[config.mk]
export PLATFORM = sky130hd
export DESIGN_NAME = adsrc_ctrl
export DESIGN_NICKNAME = d
export VERILOG_FILES = /design/src/hdl/adsrc_pkg.sv /design/src/hdl/adsrc_stream_if.sv /design/src/hdl/adsrc_div.sv /design/src/hdl/adsrc_fifo.sv /design/src/hdl/adsrc_ctrl.sv
export SDC_FILE = /design/constraint.sdc
export NUM_CORES = 1
export LEC_CHECK = 0
export ABC_AREA = 1
export BUFFER_PORTS_ARGS = -buffer_cell sky130_fd_sc_hd__buf_2
export CAP_MARGIN = 10
export CORE_UTILIZATION = 60
export DETAILED_ROUTE_END_ITERATION = 8
export PLACE_DENSITY = 0.83
export SETUP_SLACK_MARGIN = 0.02
export SYNTH_ARGS = -nofsm -noshare
export SYNTH_HDL_FRONTEND = slang
export SYNTH_SLANG_ARGS = --single-unit
export TNS_END_PERCENT = 20
[constraint.sdc]
create_clock -name clk_i -period 3.2 [get_ports clk_i]
set_clock_uncertainty 0.05 [all_clocks]
set_input_delay 0.48 -clock clk_i [delete_from_list [all_inputs] [get_ports clk_i]]
set_output_delay 0.48 -clock clk_i [all_outputs]
set_load 0.1 [all_outputs]
[src/hdl/adsrc_pkg.sv]
// constants, field layout and state types of the converter serial and rate control block
//
// Functional notes
// - writes on serial input, reads on output
// - all bits timed by external serial clock
// - ready low when new word loaded
// - ready high after data register read completes
// - ready high before data register update
// - three-wire use with chip select tied low
// - ready mirrored in mode register bit seven
// - settling one, two, three output periods
// - auto mode steps fast, sinc2, sinc3
// - decimation accepted only from 20 to 2047
// - modulator rate is oscillator over 128/256
// - sampling rate multiplied by 2, 4, 8 at gains 16, 32, 64 and 128
// - one output word per decimation count
// - signed output codes follow input sign
// - chip select high: ignore bus, stay inactive
// - polarity pin inverts serial clock only
// - back to back burst transfers allowed
package adsrc_pkg;
	localparam int WORD_W = 24;
	localparam int DEC_W  = 11;
	localparam int FIFO_DEPTH = 4;

	typedef enum logic [1:0] {FLT_AUTO, FLT_FAST, FLT_SINC2, FLT_SINC3} adsrc_flt_t;
	typedef enum logic [1:0] {SER_CMD, SER_RDATA, SER_RREG, SER_WREG} adsrc_ser_t;
	typedef enum logic [1:0] {UPD_IDLE, UPD_RAISE} adsrc_upd_t;

	// command byte: read data, or high nibble opcode with register index in low nibble
	localparam logic [7:0] CMD_RDATA = 8'h01;
	localparam logic [3:0] OP_RREG   = 4'h1;
	localparam logic [3:0] OP_WREG   = 4'h5;

	localparam logic [3:0] REG_CFG           = 4'h0;
	localparam logic [3:0] REG_MODE_DEC_HIGH = 4'h1;
	localparam logic [3:0] REG_DEC_LOW       = 4'h2;

	localparam int CFG_FLT_LSB   = 0;
	localparam int CFG_SPEED_BIT = 2;
	localparam int CFG_GAIN_LSB  = 3;
	localparam int MDH_READY_BIT = 7;
	localparam int MDH_DEC_W     = 3;

	localparam logic [7:0]       CFG_RESET = 8'h00;
	localparam logic [DEC_W-1:0] DEC_RESET = 11'h080;
	localparam logic [DEC_W-1:0] DEC_MIN   = 11'h014;
	localparam logic [DEC_W-1:0] DEC_MAX   = 11'h7FF;

	localparam logic [DEC_W-1:0] MFACTOR_SLOW = 11'h080;
	localparam logic [DEC_W-1:0] MFACTOR_FAST = 11'h100;

	localparam logic [1:0] SETTLE_FAST  = 2'h1;
	localparam logic [1:0] SETTLE_SINC2 = 2'h2;
	localparam logic [1:0] SETTLE_SINC3 = 2'h3;

	localparam logic [4:0] CMD_LAST_BIT  = 5'h07;
	localparam logic [4:0] DATA_LAST_BIT = 5'h17;
endpackage : adsrc_pkg

[src/hdl/adsrc_stream_if.sv]
// valid/ready word stream between the block's own modules
interface adsrc_stream_if #(parameter int W = 24);
	logic         valid;
	logic         ready;
	logic [W-1:0] data;
	modport src (output valid, output data, input ready);
	modport snk (input valid, input data, output ready);
endinterface : adsrc_stream_if

[src/hdl/adsrc_div.sv]
// restartable tick divider for the oscillator derived rates
module adsrc_div #(
	parameter int W = 11
) (
	input  wire logic         clk_i,     // block clock
	input  wire logic         srst_i,    // sync reset, high
	input  wire logic         ce_i,      // clock enable
	input  wire logic         tick_i,    // one count step
	input  wire logic         restart_i, // clear count
	input  wire logic [W-1:0] period_i,  // steps per pulse
	output logic              pulse_o    // one cycle per period
);
	typedef struct packed {
		logic [W-1:0] cnt;
		logic         pulse;
	} adsrc_div_st_t;

	adsrc_div_st_t st_q;
	adsrc_div_st_t st_d;

	always_comb
	begin
		st_d = st_q;
		st_d.pulse = 1'b0;
		if (restart_i)
			st_d.cnt = '0;
		else if (tick_i)
		begin
			if (st_q.cnt >= period_i - W'(1))
			begin
				st_d.cnt = '0;
				st_d.pulse = 1'b1;
			end
			else
				st_d.cnt = st_q.cnt + W'(1);
		end
	end

	always_ff @(posedge clk_i)
	begin
		if (srst_i)
			st_q <= '0;
		else if (ce_i)
			st_q <= st_d;
	end

	assign pulse_o = st_q.pulse;
endmodule : adsrc_div

[src/hdl/adsrc_fifo.sv]
// small word fifo ahead of the data output register
module adsrc_fifo #(
	parameter int W     = 24,
	parameter int DEPTH = 4
) (
	input  wire logic   clk_i,  // block clock
	input  wire logic   srst_i, // sync reset, high
	input  wire logic   ce_i,   // clock enable
	adsrc_stream_if.snk wr,     // filling side
	adsrc_stream_if.src rd      // draining side
);
	localparam int AW = (DEPTH > 1) ? $clog2(DEPTH) : 1;

	typedef struct packed {
		logic [DEPTH-1:0][W-1:0] mem;
		logic [AW-1:0]           wptr;
		logic [AW-1:0]           rptr;
		logic [AW:0]             cnt;
		logic                    in_rdy;
	} adsrc_fifo_st_t;

	adsrc_fifo_st_t st_q;
	adsrc_fifo_st_t st_d;
	logic           push;
	logic           pop;

	assign push = wr.valid && st_q.in_rdy;
	assign pop  = rd.ready && (st_q.cnt != '0);

	always_comb
	begin
		st_d = st_q;
		if (push)
		begin
			st_d.mem[st_q.wptr] = wr.data;
			st_d.wptr = (st_q.wptr == AW'(DEPTH - 1)) ? '0 : st_q.wptr + AW'(1);
		end
		if (pop)
			st_d.rptr = (st_q.rptr == AW'(DEPTH - 1)) ? '0 : st_q.rptr + AW'(1);
		st_d.cnt = st_q.cnt + (AW + 1)'(push) - (AW + 1)'(pop);
		// ready is registered from the next count so the filling side sees a flop, with no slot lost
		st_d.in_rdy = st_d.cnt < (AW + 1)'(DEPTH);
	end

	always_ff @(posedge clk_i)
	begin
		if (srst_i)
		begin
			st_q <= '0;
			st_q.in_rdy <= 1'b1;
		end
		else if (ce_i)
			st_q <= st_d;
	end

	assign wr.ready = st_q.in_rdy;
	assign rd.valid = st_q.cnt != '0;
	assign rd.data  = st_q.mem[st_q.rptr];
endmodule : adsrc_fifo

[src/hdl/adsrc_ctrl.sv]
// serial register port, conversion-ready flag, rate dividers and filter stepping
module adsrc_ctrl (
	input  wire logic                        clk_i,                 // block clock, 10 MHz
	input  wire logic                        srst_i,                // sync reset, high
	input  wire logic                        ce_i,                  // clock enable
	input  wire logic                        osc_i,                 // oscillator pin
	input  wire logic                        cs_n_i,                // chip select pin, low
	input  wire logic                        sclk_i,                // serial clock pin
	input  wire logic                        din_i,                 // serial data in pin
	input  wire logic                        clock_polarity_select_i, // serial clock polarity pin
	input  wire logic [2:0]                  channel_i,             // selected input channel
	input  wire logic [adsrc_pkg::WORD_W-1:0] word_i,               // filtered signed word
	input  wire logic                        word_valid_i,          // word offered
	output logic                             word_ready_o,          // word taken
	output logic                             dout_o,                // serial data out
	output logic                             dout_oe_o,             // serial out driven
	output logic                             conversion_ready_n_o,  // ready flag, low
	output logic                             mod_tick_o,            // modulator rate pulse
	output logic                             samp_tick_o,           // sampling rate pulse
	output logic                             data_tick_o,           // output rate pulse
	output logic [1:0]                       active_filter_o,       // filter in use
	output logic                             settled_o              // output settled
);
	localparam int WW = adsrc_pkg::WORD_W;
	localparam int DW = adsrc_pkg::DEC_W;

	typedef struct packed {
		logic [2:0]              osc_s;
		logic [1:0]              sclk_s;
		logic [1:0]              cs_s;
		logic [1:0]              din_s;
		logic [1:0]              pol_s;
		logic                    eff_prev;
		adsrc_pkg::adsrc_ser_t   ser;
		logic [4:0]              bitcnt;
		logic [7:0]              rx;
		logic [WW-1:0]           tx;
		logic [3:0]              ridx;
		logic                    dout;
		logic                    oe;
		logic [7:0]              cfg;
		logic [DW-1:0]           dec;
		logic                    restart;
		logic signed [WW-1:0]    data_output_register;
		logic                    rdy_n;
		adsrc_pkg::adsrc_upd_t   upd;
		logic                    pending;
		logic                    pop;
		logic [2:0]              chan_prev;
		adsrc_pkg::adsrc_flt_t   flt;
		logic [1:0]              periods;
		logic                    settled;
	} adsrc_ctrl_st_t;

	adsrc_ctrl_st_t st_q;
	adsrc_ctrl_st_t st_d;

	adsrc_stream_if #(.W(WW)) in_if ();
	adsrc_stream_if #(.W(WW)) out_if ();

	logic          osc_edge;
	logic [DW-1:0] mfactor;
	logic [DW-1:0] samp_period;
	logic [2:0]    gain_code;
	logic          mod_pulse;
	logic          samp_pulse;
	logic          data_pulse;

	function automatic logic [1:0] settle_need(input adsrc_pkg::adsrc_flt_t f);
		case (f)
			adsrc_pkg::FLT_FAST:  settle_need = adsrc_pkg::SETTLE_FAST;
			adsrc_pkg::FLT_SINC2: settle_need = adsrc_pkg::SETTLE_SINC2;
			default:              settle_need = adsrc_pkg::SETTLE_SINC3;
		endcase
	endfunction : settle_need

	assign in_if.valid = word_valid_i;
	assign in_if.data  = word_i;
	assign out_if.ready = st_q.pop;

	adsrc_fifo #(
		.W     (WW),
		.DEPTH (adsrc_pkg::FIFO_DEPTH)
	) u_fifo (
		.clk_i  (clk_i),
		.srst_i (srst_i),
		.ce_i   (ce_i),
		.wr     (in_if.snk),
		.rd     (out_if.src)
	);

	assign osc_edge  = st_q.osc_s[1] && !st_q.osc_s[2];
	assign gain_code = st_q.cfg[adsrc_pkg::CFG_GAIN_LSB +: 3];
	assign mfactor   = st_q.cfg[adsrc_pkg::CFG_SPEED_BIT] ? adsrc_pkg::MFACTOR_FAST
		: adsrc_pkg::MFACTOR_SLOW;

	always_comb
	begin
		// gains 1..8 sample at the modulator rate, 16 at x2, 32 at x4, 64 and 128 at x8
		case (gain_code)
			3'h4:       samp_period = mfactor >> 1;
			3'h5:       samp_period = mfactor >> 2;
			3'h6, 3'h7: samp_period = mfactor >> 3;
			default:    samp_period = mfactor;
		endcase
	end

	adsrc_div #(.W(DW)) u_samp_div (
		.clk_i     (clk_i),
		.srst_i    (srst_i),
		.ce_i      (ce_i),
		.tick_i    (osc_edge),
		.restart_i (st_q.restart),
		.period_i  (samp_period),
		.pulse_o   (samp_pulse)
	);

	adsrc_div #(.W(DW)) u_mod_div (
		.clk_i     (clk_i),
		.srst_i    (srst_i),
		.ce_i      (ce_i),
		.tick_i    (osc_edge),
		.restart_i (st_q.restart),
		.period_i  (mfactor),
		.pulse_o   (mod_pulse)
	);

	adsrc_div #(.W(DW)) u_data_div (
		.clk_i     (clk_i),
		.srst_i    (srst_i),
		.ce_i      (ce_i),
		.tick_i    (mod_pulse),
		.restart_i (st_q.restart),
		.period_i  (st_q.dec),
		.pulse_o   (data_pulse)
	);

	always_comb
	begin
		logic          eff;
		logic          cap;
		logic          launch;
		logic [7:0]    rx_new;
		logic [DW-1:0] dec_new;
		logic [1:0]    p_next;
		logic          reading;

		st_d = st_q;
		eff = 1'b0;
		cap = 1'b0;
		launch = 1'b0;
		rx_new = '0;
		dec_new = st_q.dec;
		p_next = '0;
		reading = 1'b0;

		st_d.osc_s = {st_q.osc_s[1:0], osc_i};
		st_d.sclk_s = {st_q.sclk_s[0], sclk_i};
		st_d.cs_s = {st_q.cs_s[0], cs_n_i};
		st_d.din_s = {st_q.din_s[0], din_i};
		st_d.pol_s = {st_q.pol_s[0], clock_polarity_select_i};
		st_d.restart = 1'b0;
		st_d.pop = 1'b0;

		// polarity only flips which level counts as active, the framing is unchanged
		eff = st_q.sclk_s[1] ^ st_q.pol_s[1];
		st_d.eff_prev = eff;
		cap = eff && !st_q.eff_prev;
		launch = !eff && st_q.eff_prev;
		rx_new = {st_q.rx[6:0], st_q.din_s[1]};

		if (st_q.cs_s[1])
		begin
			st_d.ser = adsrc_pkg::SER_CMD;
			st_d.bitcnt = '0;
			st_d.oe = 1'b0;
			st_d.dout = 1'b0;
		end
		else
		begin
			// cs tied low keeps this branch live, so framing rests on bit counts alone
			st_d.oe = 1'b1;
			if (cap)
			begin
				st_d.rx = rx_new;
				st_d.bitcnt = st_q.bitcnt + 5'h01;
				case (st_q.ser)
					adsrc_pkg::SER_CMD:
					begin
						if (st_q.bitcnt == adsrc_pkg::CMD_LAST_BIT)
						begin
							st_d.bitcnt = '0;
							st_d.ridx = rx_new[3:0];
							if (rx_new == adsrc_pkg::CMD_RDATA)
							begin
								st_d.ser = adsrc_pkg::SER_RDATA;
								st_d.tx = st_q.data_output_register;
							end
							else if (rx_new[7:4] == adsrc_pkg::OP_RREG)
							begin
								st_d.ser = adsrc_pkg::SER_RREG;
								case (rx_new[3:0])
									adsrc_pkg::REG_CFG:
										st_d.tx = {st_q.cfg, 16'h0000};
									adsrc_pkg::REG_MODE_DEC_HIGH:
										st_d.tx = {st_q.rdy_n, 4'h0, st_q.dec[DW-1 -: adsrc_pkg::MDH_DEC_W],
											16'h0000};
									adsrc_pkg::REG_DEC_LOW:
										st_d.tx = {st_q.dec[7:0], 16'h0000};
									default:
										st_d.tx = '0;
								endcase
							end
							else if (rx_new[7:4] == adsrc_pkg::OP_WREG)
								st_d.ser = adsrc_pkg::SER_WREG;
						end
					end
					adsrc_pkg::SER_RDATA:
					begin
						if (st_q.bitcnt == adsrc_pkg::DATA_LAST_BIT)
						begin
							st_d.ser = adsrc_pkg::SER_CMD;
							st_d.bitcnt = '0;
							st_d.rdy_n = 1'b1;
						end
					end
					adsrc_pkg::SER_RREG:
					begin
						if (st_q.bitcnt == adsrc_pkg::CMD_LAST_BIT)
						begin
							st_d.ser = adsrc_pkg::SER_CMD;
							st_d.bitcnt = '0;
						end
					end
					adsrc_pkg::SER_WREG:
					begin
						if (st_q.bitcnt == adsrc_pkg::CMD_LAST_BIT)
						begin
							st_d.ser = adsrc_pkg::SER_CMD;
							st_d.bitcnt = '0;
							case (st_q.ridx)
								adsrc_pkg::REG_CFG:
								begin
									st_d.cfg = rx_new;
									st_d.restart = rx_new != st_q.cfg;
									st_d.periods = '0;
									st_d.settled = 1'b0;
									st_d.flt = (rx_new[1:0] == 2'h0) ? adsrc_pkg::FLT_FAST
										: adsrc_pkg::adsrc_flt_t'(rx_new[1:0]);
								end
								adsrc_pkg::REG_MODE_DEC_HIGH:
									dec_new = {rx_new[adsrc_pkg::MDH_DEC_W-1:0], st_q.dec[7:0]};
								adsrc_pkg::REG_DEC_LOW:
									dec_new = {st_q.dec[DW-1 -: adsrc_pkg::MDH_DEC_W], rx_new};
								default:
									dec_new = st_q.dec;
							endcase
							// a ratio outside the range leaves the old one in force
							if (dec_new >= adsrc_pkg::DEC_MIN && dec_new <= adsrc_pkg::DEC_MAX
								&& dec_new != st_q.dec)
							begin
								st_d.dec = dec_new;
								st_d.restart = 1'b1;
							end
						end
					end
					default:
						st_d.ser = adsrc_pkg::SER_CMD;
				endcase
			end
			else if (launch)
			begin
				if (st_q.ser == adsrc_pkg::SER_RDATA || st_q.ser == adsrc_pkg::SER_RREG)
				begin
					st_d.dout = st_q.tx[WW-1];
					st_d.tx = {st_q.tx[WW-2:0], 1'b0};
				end
				else
					st_d.dout = 1'b0;
			end
		end

		// an update never lands under a data read in progress
		reading = !st_q.cs_s[1] && (st_q.ser == adsrc_pkg::SER_RDATA || st_d.ser == adsrc_pkg::SER_RDATA);
		if (data_pulse)
			st_d.pending = 1'b1;
		case (st_q.upd)
			adsrc_pkg::UPD_IDLE:
			begin
				if (st_q.pending && out_if.valid && !st_q.pop && !reading)
				begin
					st_d.rdy_n = 1'b1;
					st_d.upd = adsrc_pkg::UPD_RAISE;
				end
			end
			adsrc_pkg::UPD_RAISE:
			begin
				st_d.data_output_register = out_if.data;
				st_d.pop = 1'b1;
				// a read starting in this cycle must shift out the word being loaded
				if (st_q.ser == adsrc_pkg::SER_CMD && st_d.ser == adsrc_pkg::SER_RDATA)
					st_d.tx = out_if.data;
				st_d.rdy_n = 1'b0;
				st_d.pending = data_pulse;
				st_d.upd = adsrc_pkg::UPD_IDLE;
			end
			default:
				st_d.upd = adsrc_pkg::UPD_IDLE;
		endcase

		st_d.chan_prev = channel_i;
		if (channel_i != st_q.chan_prev)
		begin
			st_d.periods = '0;
			st_d.settled = 1'b0;
			if (st_q.cfg[1:0] == 2'h0)
				st_d.flt = adsrc_pkg::FLT_FAST;
		end
		else if (data_pulse)
		begin
			p_next = (st_q.periods == 2'h3) ? st_q.periods : st_q.periods + 2'h1;
			st_d.periods = p_next;
			if (p_next >= settle_need(st_q.flt))
			begin
				st_d.settled = 1'b1;
				if (st_q.cfg[1:0] == 2'h0 && st_q.flt != adsrc_pkg::FLT_SINC3)
				begin
					// each stage starts its own settling count after the step
					st_d.flt = (st_q.flt == adsrc_pkg::FLT_FAST) ? adsrc_pkg::FLT_SINC2
						: adsrc_pkg::FLT_SINC3;
					st_d.periods = '0;
				end
			end
		end
	end

	always_ff @(posedge clk_i)
	begin
		if (srst_i)
		begin
			st_q <= '0;
			st_q.cfg <= adsrc_pkg::CFG_RESET;
			st_q.dec <= adsrc_pkg::DEC_RESET;
			st_q.rdy_n <= 1'b1;
			st_q.cs_s <= 2'b11;
			st_q.ser <= adsrc_pkg::SER_CMD;
			st_q.upd <= adsrc_pkg::UPD_IDLE;
			st_q.flt <= adsrc_pkg::FLT_FAST;
		end
		else if (ce_i)
			st_q <= st_d;
	end

	assign word_ready_o         = in_if.ready;
	assign dout_o               = st_q.dout;
	assign dout_oe_o            = st_q.oe;
	assign conversion_ready_n_o = st_q.rdy_n;
	assign mod_tick_o           = mod_pulse;
	assign samp_tick_o          = samp_pulse;
	assign data_tick_o          = data_pulse;
	assign active_filter_o      = st_q.flt;
	assign settled_o            = st_q.settled;
endmodule : adsrc_ctrl

==> Word-level counts from Yosys, hierarchy flattened <==
Index checks and enable logic that the tools add are counted.
{ "classes": {"n_addsub": 12, "magnitude_cmp": 10, "n_eq_ne": 30, "n_mux": 85, "bitwise": 2, "reduce_logical": 54} }
{ "op_table": {"columns": ["cell", "count"], "rows": [
  ["$mux 24", 9],
  ["$mux 11", 10],
  ["$bwmux 96", 1],
  ["$mux 28", 3],
  ["$pmux 24 s3", 1],
  ["$bmux 24 s2", 1],
  ["$demux 24 s2", 1],
  ["$mux 5", 8],
  ["$mux 12", 3],
  ["$add 11x1->11 const B", 3],
  ["$ge 11x11->1", 3],
  ["$mux 7", 4],
  ["$pmux 9 s3", 1],
  ["$mux 2", 13],
  ["$pmux 11 s2", 1],
  ["$mux 1", 21],
  ["$pmux 7 s3", 1],
  ["$sub 9x1->10 const B", 2],
  ["$reduce_and 6->1", 3],
  ["$reduce_and 2->1", 8],
  ["$mux 15", 1],
  ["$reduce_bool 3->1", 5],
  ["$logic_and 1x1->1", 14],
  ["$eq 2x2->1 const B", 6],
  ["other kinds (39)", 70]
]} }
{ "totals": {"ff_bits": 254} }

==> Longest topological paths before layout <==
{ "depth": {"depth_word": 15, "ltp_mapped": 19, "depth_no_buf": 18} }

==> Hierarchy <==
From an unflattened synthesis, not the netlist that was laid out.
{ "unflattened": {"hier_cells": 2162, "hier_area_um2": 14373.8} }
{ "by_module_without_submodules": {"columns": ["module", "n_inst", "cells_each", "area_each_um2", "seq_area_each_um2"], "rows": [
  ["adsrc_ctrl", 1, 1031, 6600.1, 2242.2],
  ["adsrc_fifo", 1, 620, 4429.2, 2082.0],
  ["adsrc_div at u_data_div ...", 2, 168, 1099.8, 240.2],
  ["adsrc_div at u_samp_div", 1, 175, 1144.8, 240.2]
]} }

==> Worst setup path after synthesis <==
No wires, ideal clock.
{ "synth_timing": {"kind": "register -> register", "start": "register st_q[38] (netlist bit)", "end": "register u_data_div.st_q[5] (netlist bit)", "setup_time_ns": 0.070, "arrival_time_ns": 2.720, "path_slack_ns": 0.360, "path_stages_with_launch": 19, "path_buffers": 1, "period_less_slack_ns": 2.840, "cell_sequence": "dfxtp_1 inv_1 ha_1 nand3_1 nor3_1 nand2_1 nor2_1 nand3_1 xor2_1 ha_1 a21oi_1 o21a_1 nand2_1 a31oi_1 nand2_1 inv_1 clkbuf_1 nand4_1 a21oi_1"} }
{ "synth_between": {"elab_chain_cells": 5} }
{ "synth_rtl": {"columns": ["item", "line_no", "text"], "rows": [
  ["start, declared", "adsrc_ctrl.sv:55", "adsrc_ctrl_st_t st_q;"],
  ["start signal, assigned", "adsrc_ctrl.sv:351", "st_q <= st_d;"],
  ["$sub 11x1->11", "adsrc_div.sv:29", "if (st_q.cnt >= period_i - W'(1))"],
  ["$ge 11x11->1", "adsrc_div.sv:29", null],
  ["$mux 11", "adsrc_div.sv:29", null],
  ["$mux 12", "adsrc_div.sv:27", "else if (tick_i)"],
  ["$mux 11", "adsrc_div.sv:25", "if (restart_i)"],
  ["end signal, assigned", "adsrc_div.sv:44", "st_q <= st_d;"],
  ["end, declared", "adsrc_div.sv:18", "adsrc_div_st_t st_q;"]
]} }
Every way passes these cells. The select of a mux whose other input is x is not followed.
A chain may end at the register's enable or synchronous reset.

==> Final worst setup path <==
{ "layout_timing": {"start": "register st_q[39] (netlist bit)", "end": "register u_data_div.st_q[10] (netlist bit)"} }
The elaborated chain is that of the path after synthesis.

==> results summary <==
The global placement routability congestion came out at 0.964. The worst register-to-register path has a setup slack of 0.33 ns. VDD sags by at most 0.543 mV. In this design, the stage delay of the slowest critical-path cell is 0.37 ns. The async set-or-reset flop fraction in the synthesized netlist came out at 0. The global-route total usage across every layer came out at 0.304. Setup violations remaining at the end of the flow were counted as 0. The tree is rooted in a clkbuf_16. The startpoint type of the worst setup path is a flop. The leading cell type by number of instances after synthesis is nand2_1. The required time of the worst setup path is 3.53 ns. The summed negative setup slack over all endpoints came out at 0 ns. The critical path goes through inv_1 -> ha_1 -> nand3_1 -> nor3_2 -> nand2_1 -> nor2_2 -> nand3_1 -> xor2_1 -> ha_1 -> nand2_1 -> nor2_1 -> nand2_1 -> nand2_1 -> a31oi_2 -> nand2_2 -> clkinvlp_4 -> nand3b_1 -> a21oi_1.

The min-delay analysis places its worst path in the category input pin to flop. The power density over cell area came out at 484 nW/µm². Setup repair after global routing left no endpoint under its margin.

The fraction of synthesized cell area taken by the top area cell type came out at 0.382. The total global routing overflow came out at 0. The horizontal extent of the die is 150 µm. STA classifies the critical path endpoint as a flop. CTS built an H-tree with a depth of 1. The number of sinks handled by clock tree synthesis came out at 252. The final critical-path share of the clock period came out at 0.896.

The number of global-route vias before repair came out at 12100. The number of buffers added on ports is 45. Entering global routing, the biggest net connects 95 pins. The floorplan step defined a die boundary enclosing 22600 µm². The number of buffers added by the clock tree synthesis step is 26. The I/O pin count came out at 46. After synthesis, the most frequently instantiated cells are 347 x nand2_1, 313 x nor2_1, 252 x dfxtp_1.

At the pin with the least slew margin, the transition time is 0.935 ns. The slowest stage of the critical path is the dfxtp_1 cell. In this run the most critical hold path is launched from cs_n_i. The count of flip-flops with a built-in enable after synthesis came out at 0.

The relative slew slack came out at 0.376. Synthesis instantiated 50 different standard cells from the library. The maximum root-to-sink buffer count came out at 3. For met2 alone, demand over resource in global routing was 0.532.

The worst hold slack across all endpoints came out at 0.112 ns. The floorplan die height came out at 150 µm. The hold-fix buffer count after cts came out at 0.

The sequential-to-total area share from yosys stat is 0.382. The relative contribution of sequential cells to total power is 0.464. The worst-path maximum fanout came out at 7.

The post-layout minimum cycle time is 2.87 ns. Dividing the synthesized area by the synthesized cell count gives 6.86 µm². Max-cap violations in this run came to 0.

The via count of the routed design came out at 12900. The signal arrival time at the worst endpoint came out at 3.20 ns. The share of final-layout standard cells stronger than drive strength 1 came out at 0.0885. The final-report max-slew violation count came out at 0. The final number of hold-violating endpoints came out at 0. Row generation in the floorplan step produced 53 rows. The combinational power share came out at 0.071.

0 antenna diodes ended up in the layout. The number of flip-flops and latches in the synthesized netlist is 252. The startpoint identified for the worst register-to-register timing path is st_q[39]. The remaining antenna violation count came out at 0.

The critical path class is flop to flop. Of the total power, the share spent switching nets is 0.238. The routed wire length per instance is 15.3 µm. In the synthesized netlist, the number of instances is 1928. The clock latency on the worst-skew pair is 0.55 ns. The area of the placeable core is 21300 µm². The placement-stage worst setup slack is 0.0449 ns. By instance count, the cell type seen most on the critical path is nand2_1. The leakage power is 5.88 nW. Of the total power, the clock network draws 0.466. The first-pass GRT wire length is 56700 µm. The layout-stage area growth over the synthesis result is 9.80%. The number of detailed-route iterations in the first pass came out at 5. The end-of-flow core utilization is 0.682. In the synthesized netlist the dominant register cell turns out to be dfxtp_1. In this run the most used layer during global routing was met2. Internal power comes to 5.36 mW. The power dissipated by switching net loads came out at 1.67 mW. The initial utilization of the core area, before any placement, comes to 0.621. The Yosys step of the flow raised 0 warnings. After synthesis the cells add up to 13200 µm². In this run the worst setup path begins at st_q[39]. The initial antenna violation count was 0. By area the synthesized netlist is led by dfxtp_1 38%, nand2_1 9.9%, nor2_1 8.9%.

The met1 global-route usage is 0.383. The half-perimeter wire length after placement came out at 21700 µm. The largest total area in the synthesized netlist belongs to dfxtp_1. The highest achievable clock rate came out at 349 MHz. The register clock-pin slew on the reported worst setup and hold paths is 0.07 ns.

The CTS tree is yes. The total wirelength of the detailed-routed design is 33800 µm. The run finished with clean final reports. The remaining design rule violation count is 0. The worst setup margin is 0.332 ns. The detailed router finished its first iteration with 1203 violations. The fraction of met3 tracks used by global routing is 0.0418. After the last flow step, the layout net total stands at 1999. The detailed-route vias per instance is 5.83.
## cell usage in the layout (no fill, tap or decap), types with 24 or more instances in the layout
cell       instances
nand2_1          346
nor2_1           311
dfxtp_1          252
o21ai_0          231
a21oi_1          176
inv_1            134
nand3_1          117
nand4_1           48
buf_2             45
ha_1              38
buf_4             28
clkbuf_16         26
a32o_1            24
## metrics by stage
stage                     area (µm²)  cells  total power [mW]
after floorplan                13200   1929              3.67
after global placement         13500   2170              3.80
after detailed placement       13500   2170              3.81
after CTS                      14500   2218              7.07
after global routing           14500   2219              7.26
final                          14500   2219              7.03
## power groups by stage
stage / clock network [mW] / logic, mW / registers [mW]
2_1_floorplan: 0 / 0.328 / 3.34
4_1_cts: 3.32 / 0.491 / 3.26
3_3_place_gp: 0 / 0.473 / 3.32
3_5_place_dp: 0 / 0.486 / 3.33
6_report: 3.27 / 0.496 / 3.26
5_1_grt: 3.44 / 0.553 / 3.27
## cell type report
type / instances / area [µm²]
well taps: 275 / 344
flip-flops and latches: 252 / 5040
clock buffers: 37 / 762
repair inverters: 1 / 7.51
inverters: 150 / 574
repair buffers: 74 / 455
fillers: 1822 / 6770
multi-input cells: 1419 / 7140
clock inverters: 11 / 180
## critical path: cells and delay by family (launching register included)
kind                       cells  cell delay (ns)
AOI/OAI and AO/OA              2             0.11
xor gates and xnor gates       1             0.15
adders and majority gates      2             0.51
buffers and inverters          2             0.25
DFF                            1             0.37
and+or+nand+nor               11             1.29
## worst paths after layout
check	end	cells past startpoint
setup / recovery	u_data_div.st_q[10]	18
hold / removal	st_d[108]	3
setup reg to reg	u_data_div.st_q[10]	18
hold reg to reg	u_mod_div.st_q[10]	2
## kinds of logic after synthesis
kind of cell / synth area share
flip-flops: 0.382
XOR/XNOR: 0.0166
adder cells (fa/ha/maj): 0.0375
AND/OR/NAND/NOR: 0.291
multiplexers: 0.000757
AO/OA/AOI/OAI: 0.192
other: 0.000284
buffers and inverters: 0.0802
## sequential cells by signal, summed over array words and instances, names as in the netlist, 2 cells and up
| register | count |
|---|---|
| u_mod_div.st_q | 11 |
| st_d | 6 |
| u_samp_div.st_q | 11 |
| gain_code | 3 |
| u_fifo.st_q | 103 |
| active_filter_o | 2 |
| st_q | 96 |
| u_data_div.st_q | 11 |
## layer usage
metal / part of all wire / wire length [µm] / up-vias
li1: - / - / 6439
met1: 0.42 / 14300 / 5971
met2: 0.49 / 16500 / 472
met3: 0.070 / 2360 / 59
met4: 0.020 / 684 / 0
met5: 0 / 0 / -
## what timing repair did
item / in CTS / in global routing
endpoints found under the setup margin: 0 / 22
resized for setup: 0 / 9
buffers inserted: 0 / 0
(Power assumes the default switching activity.)
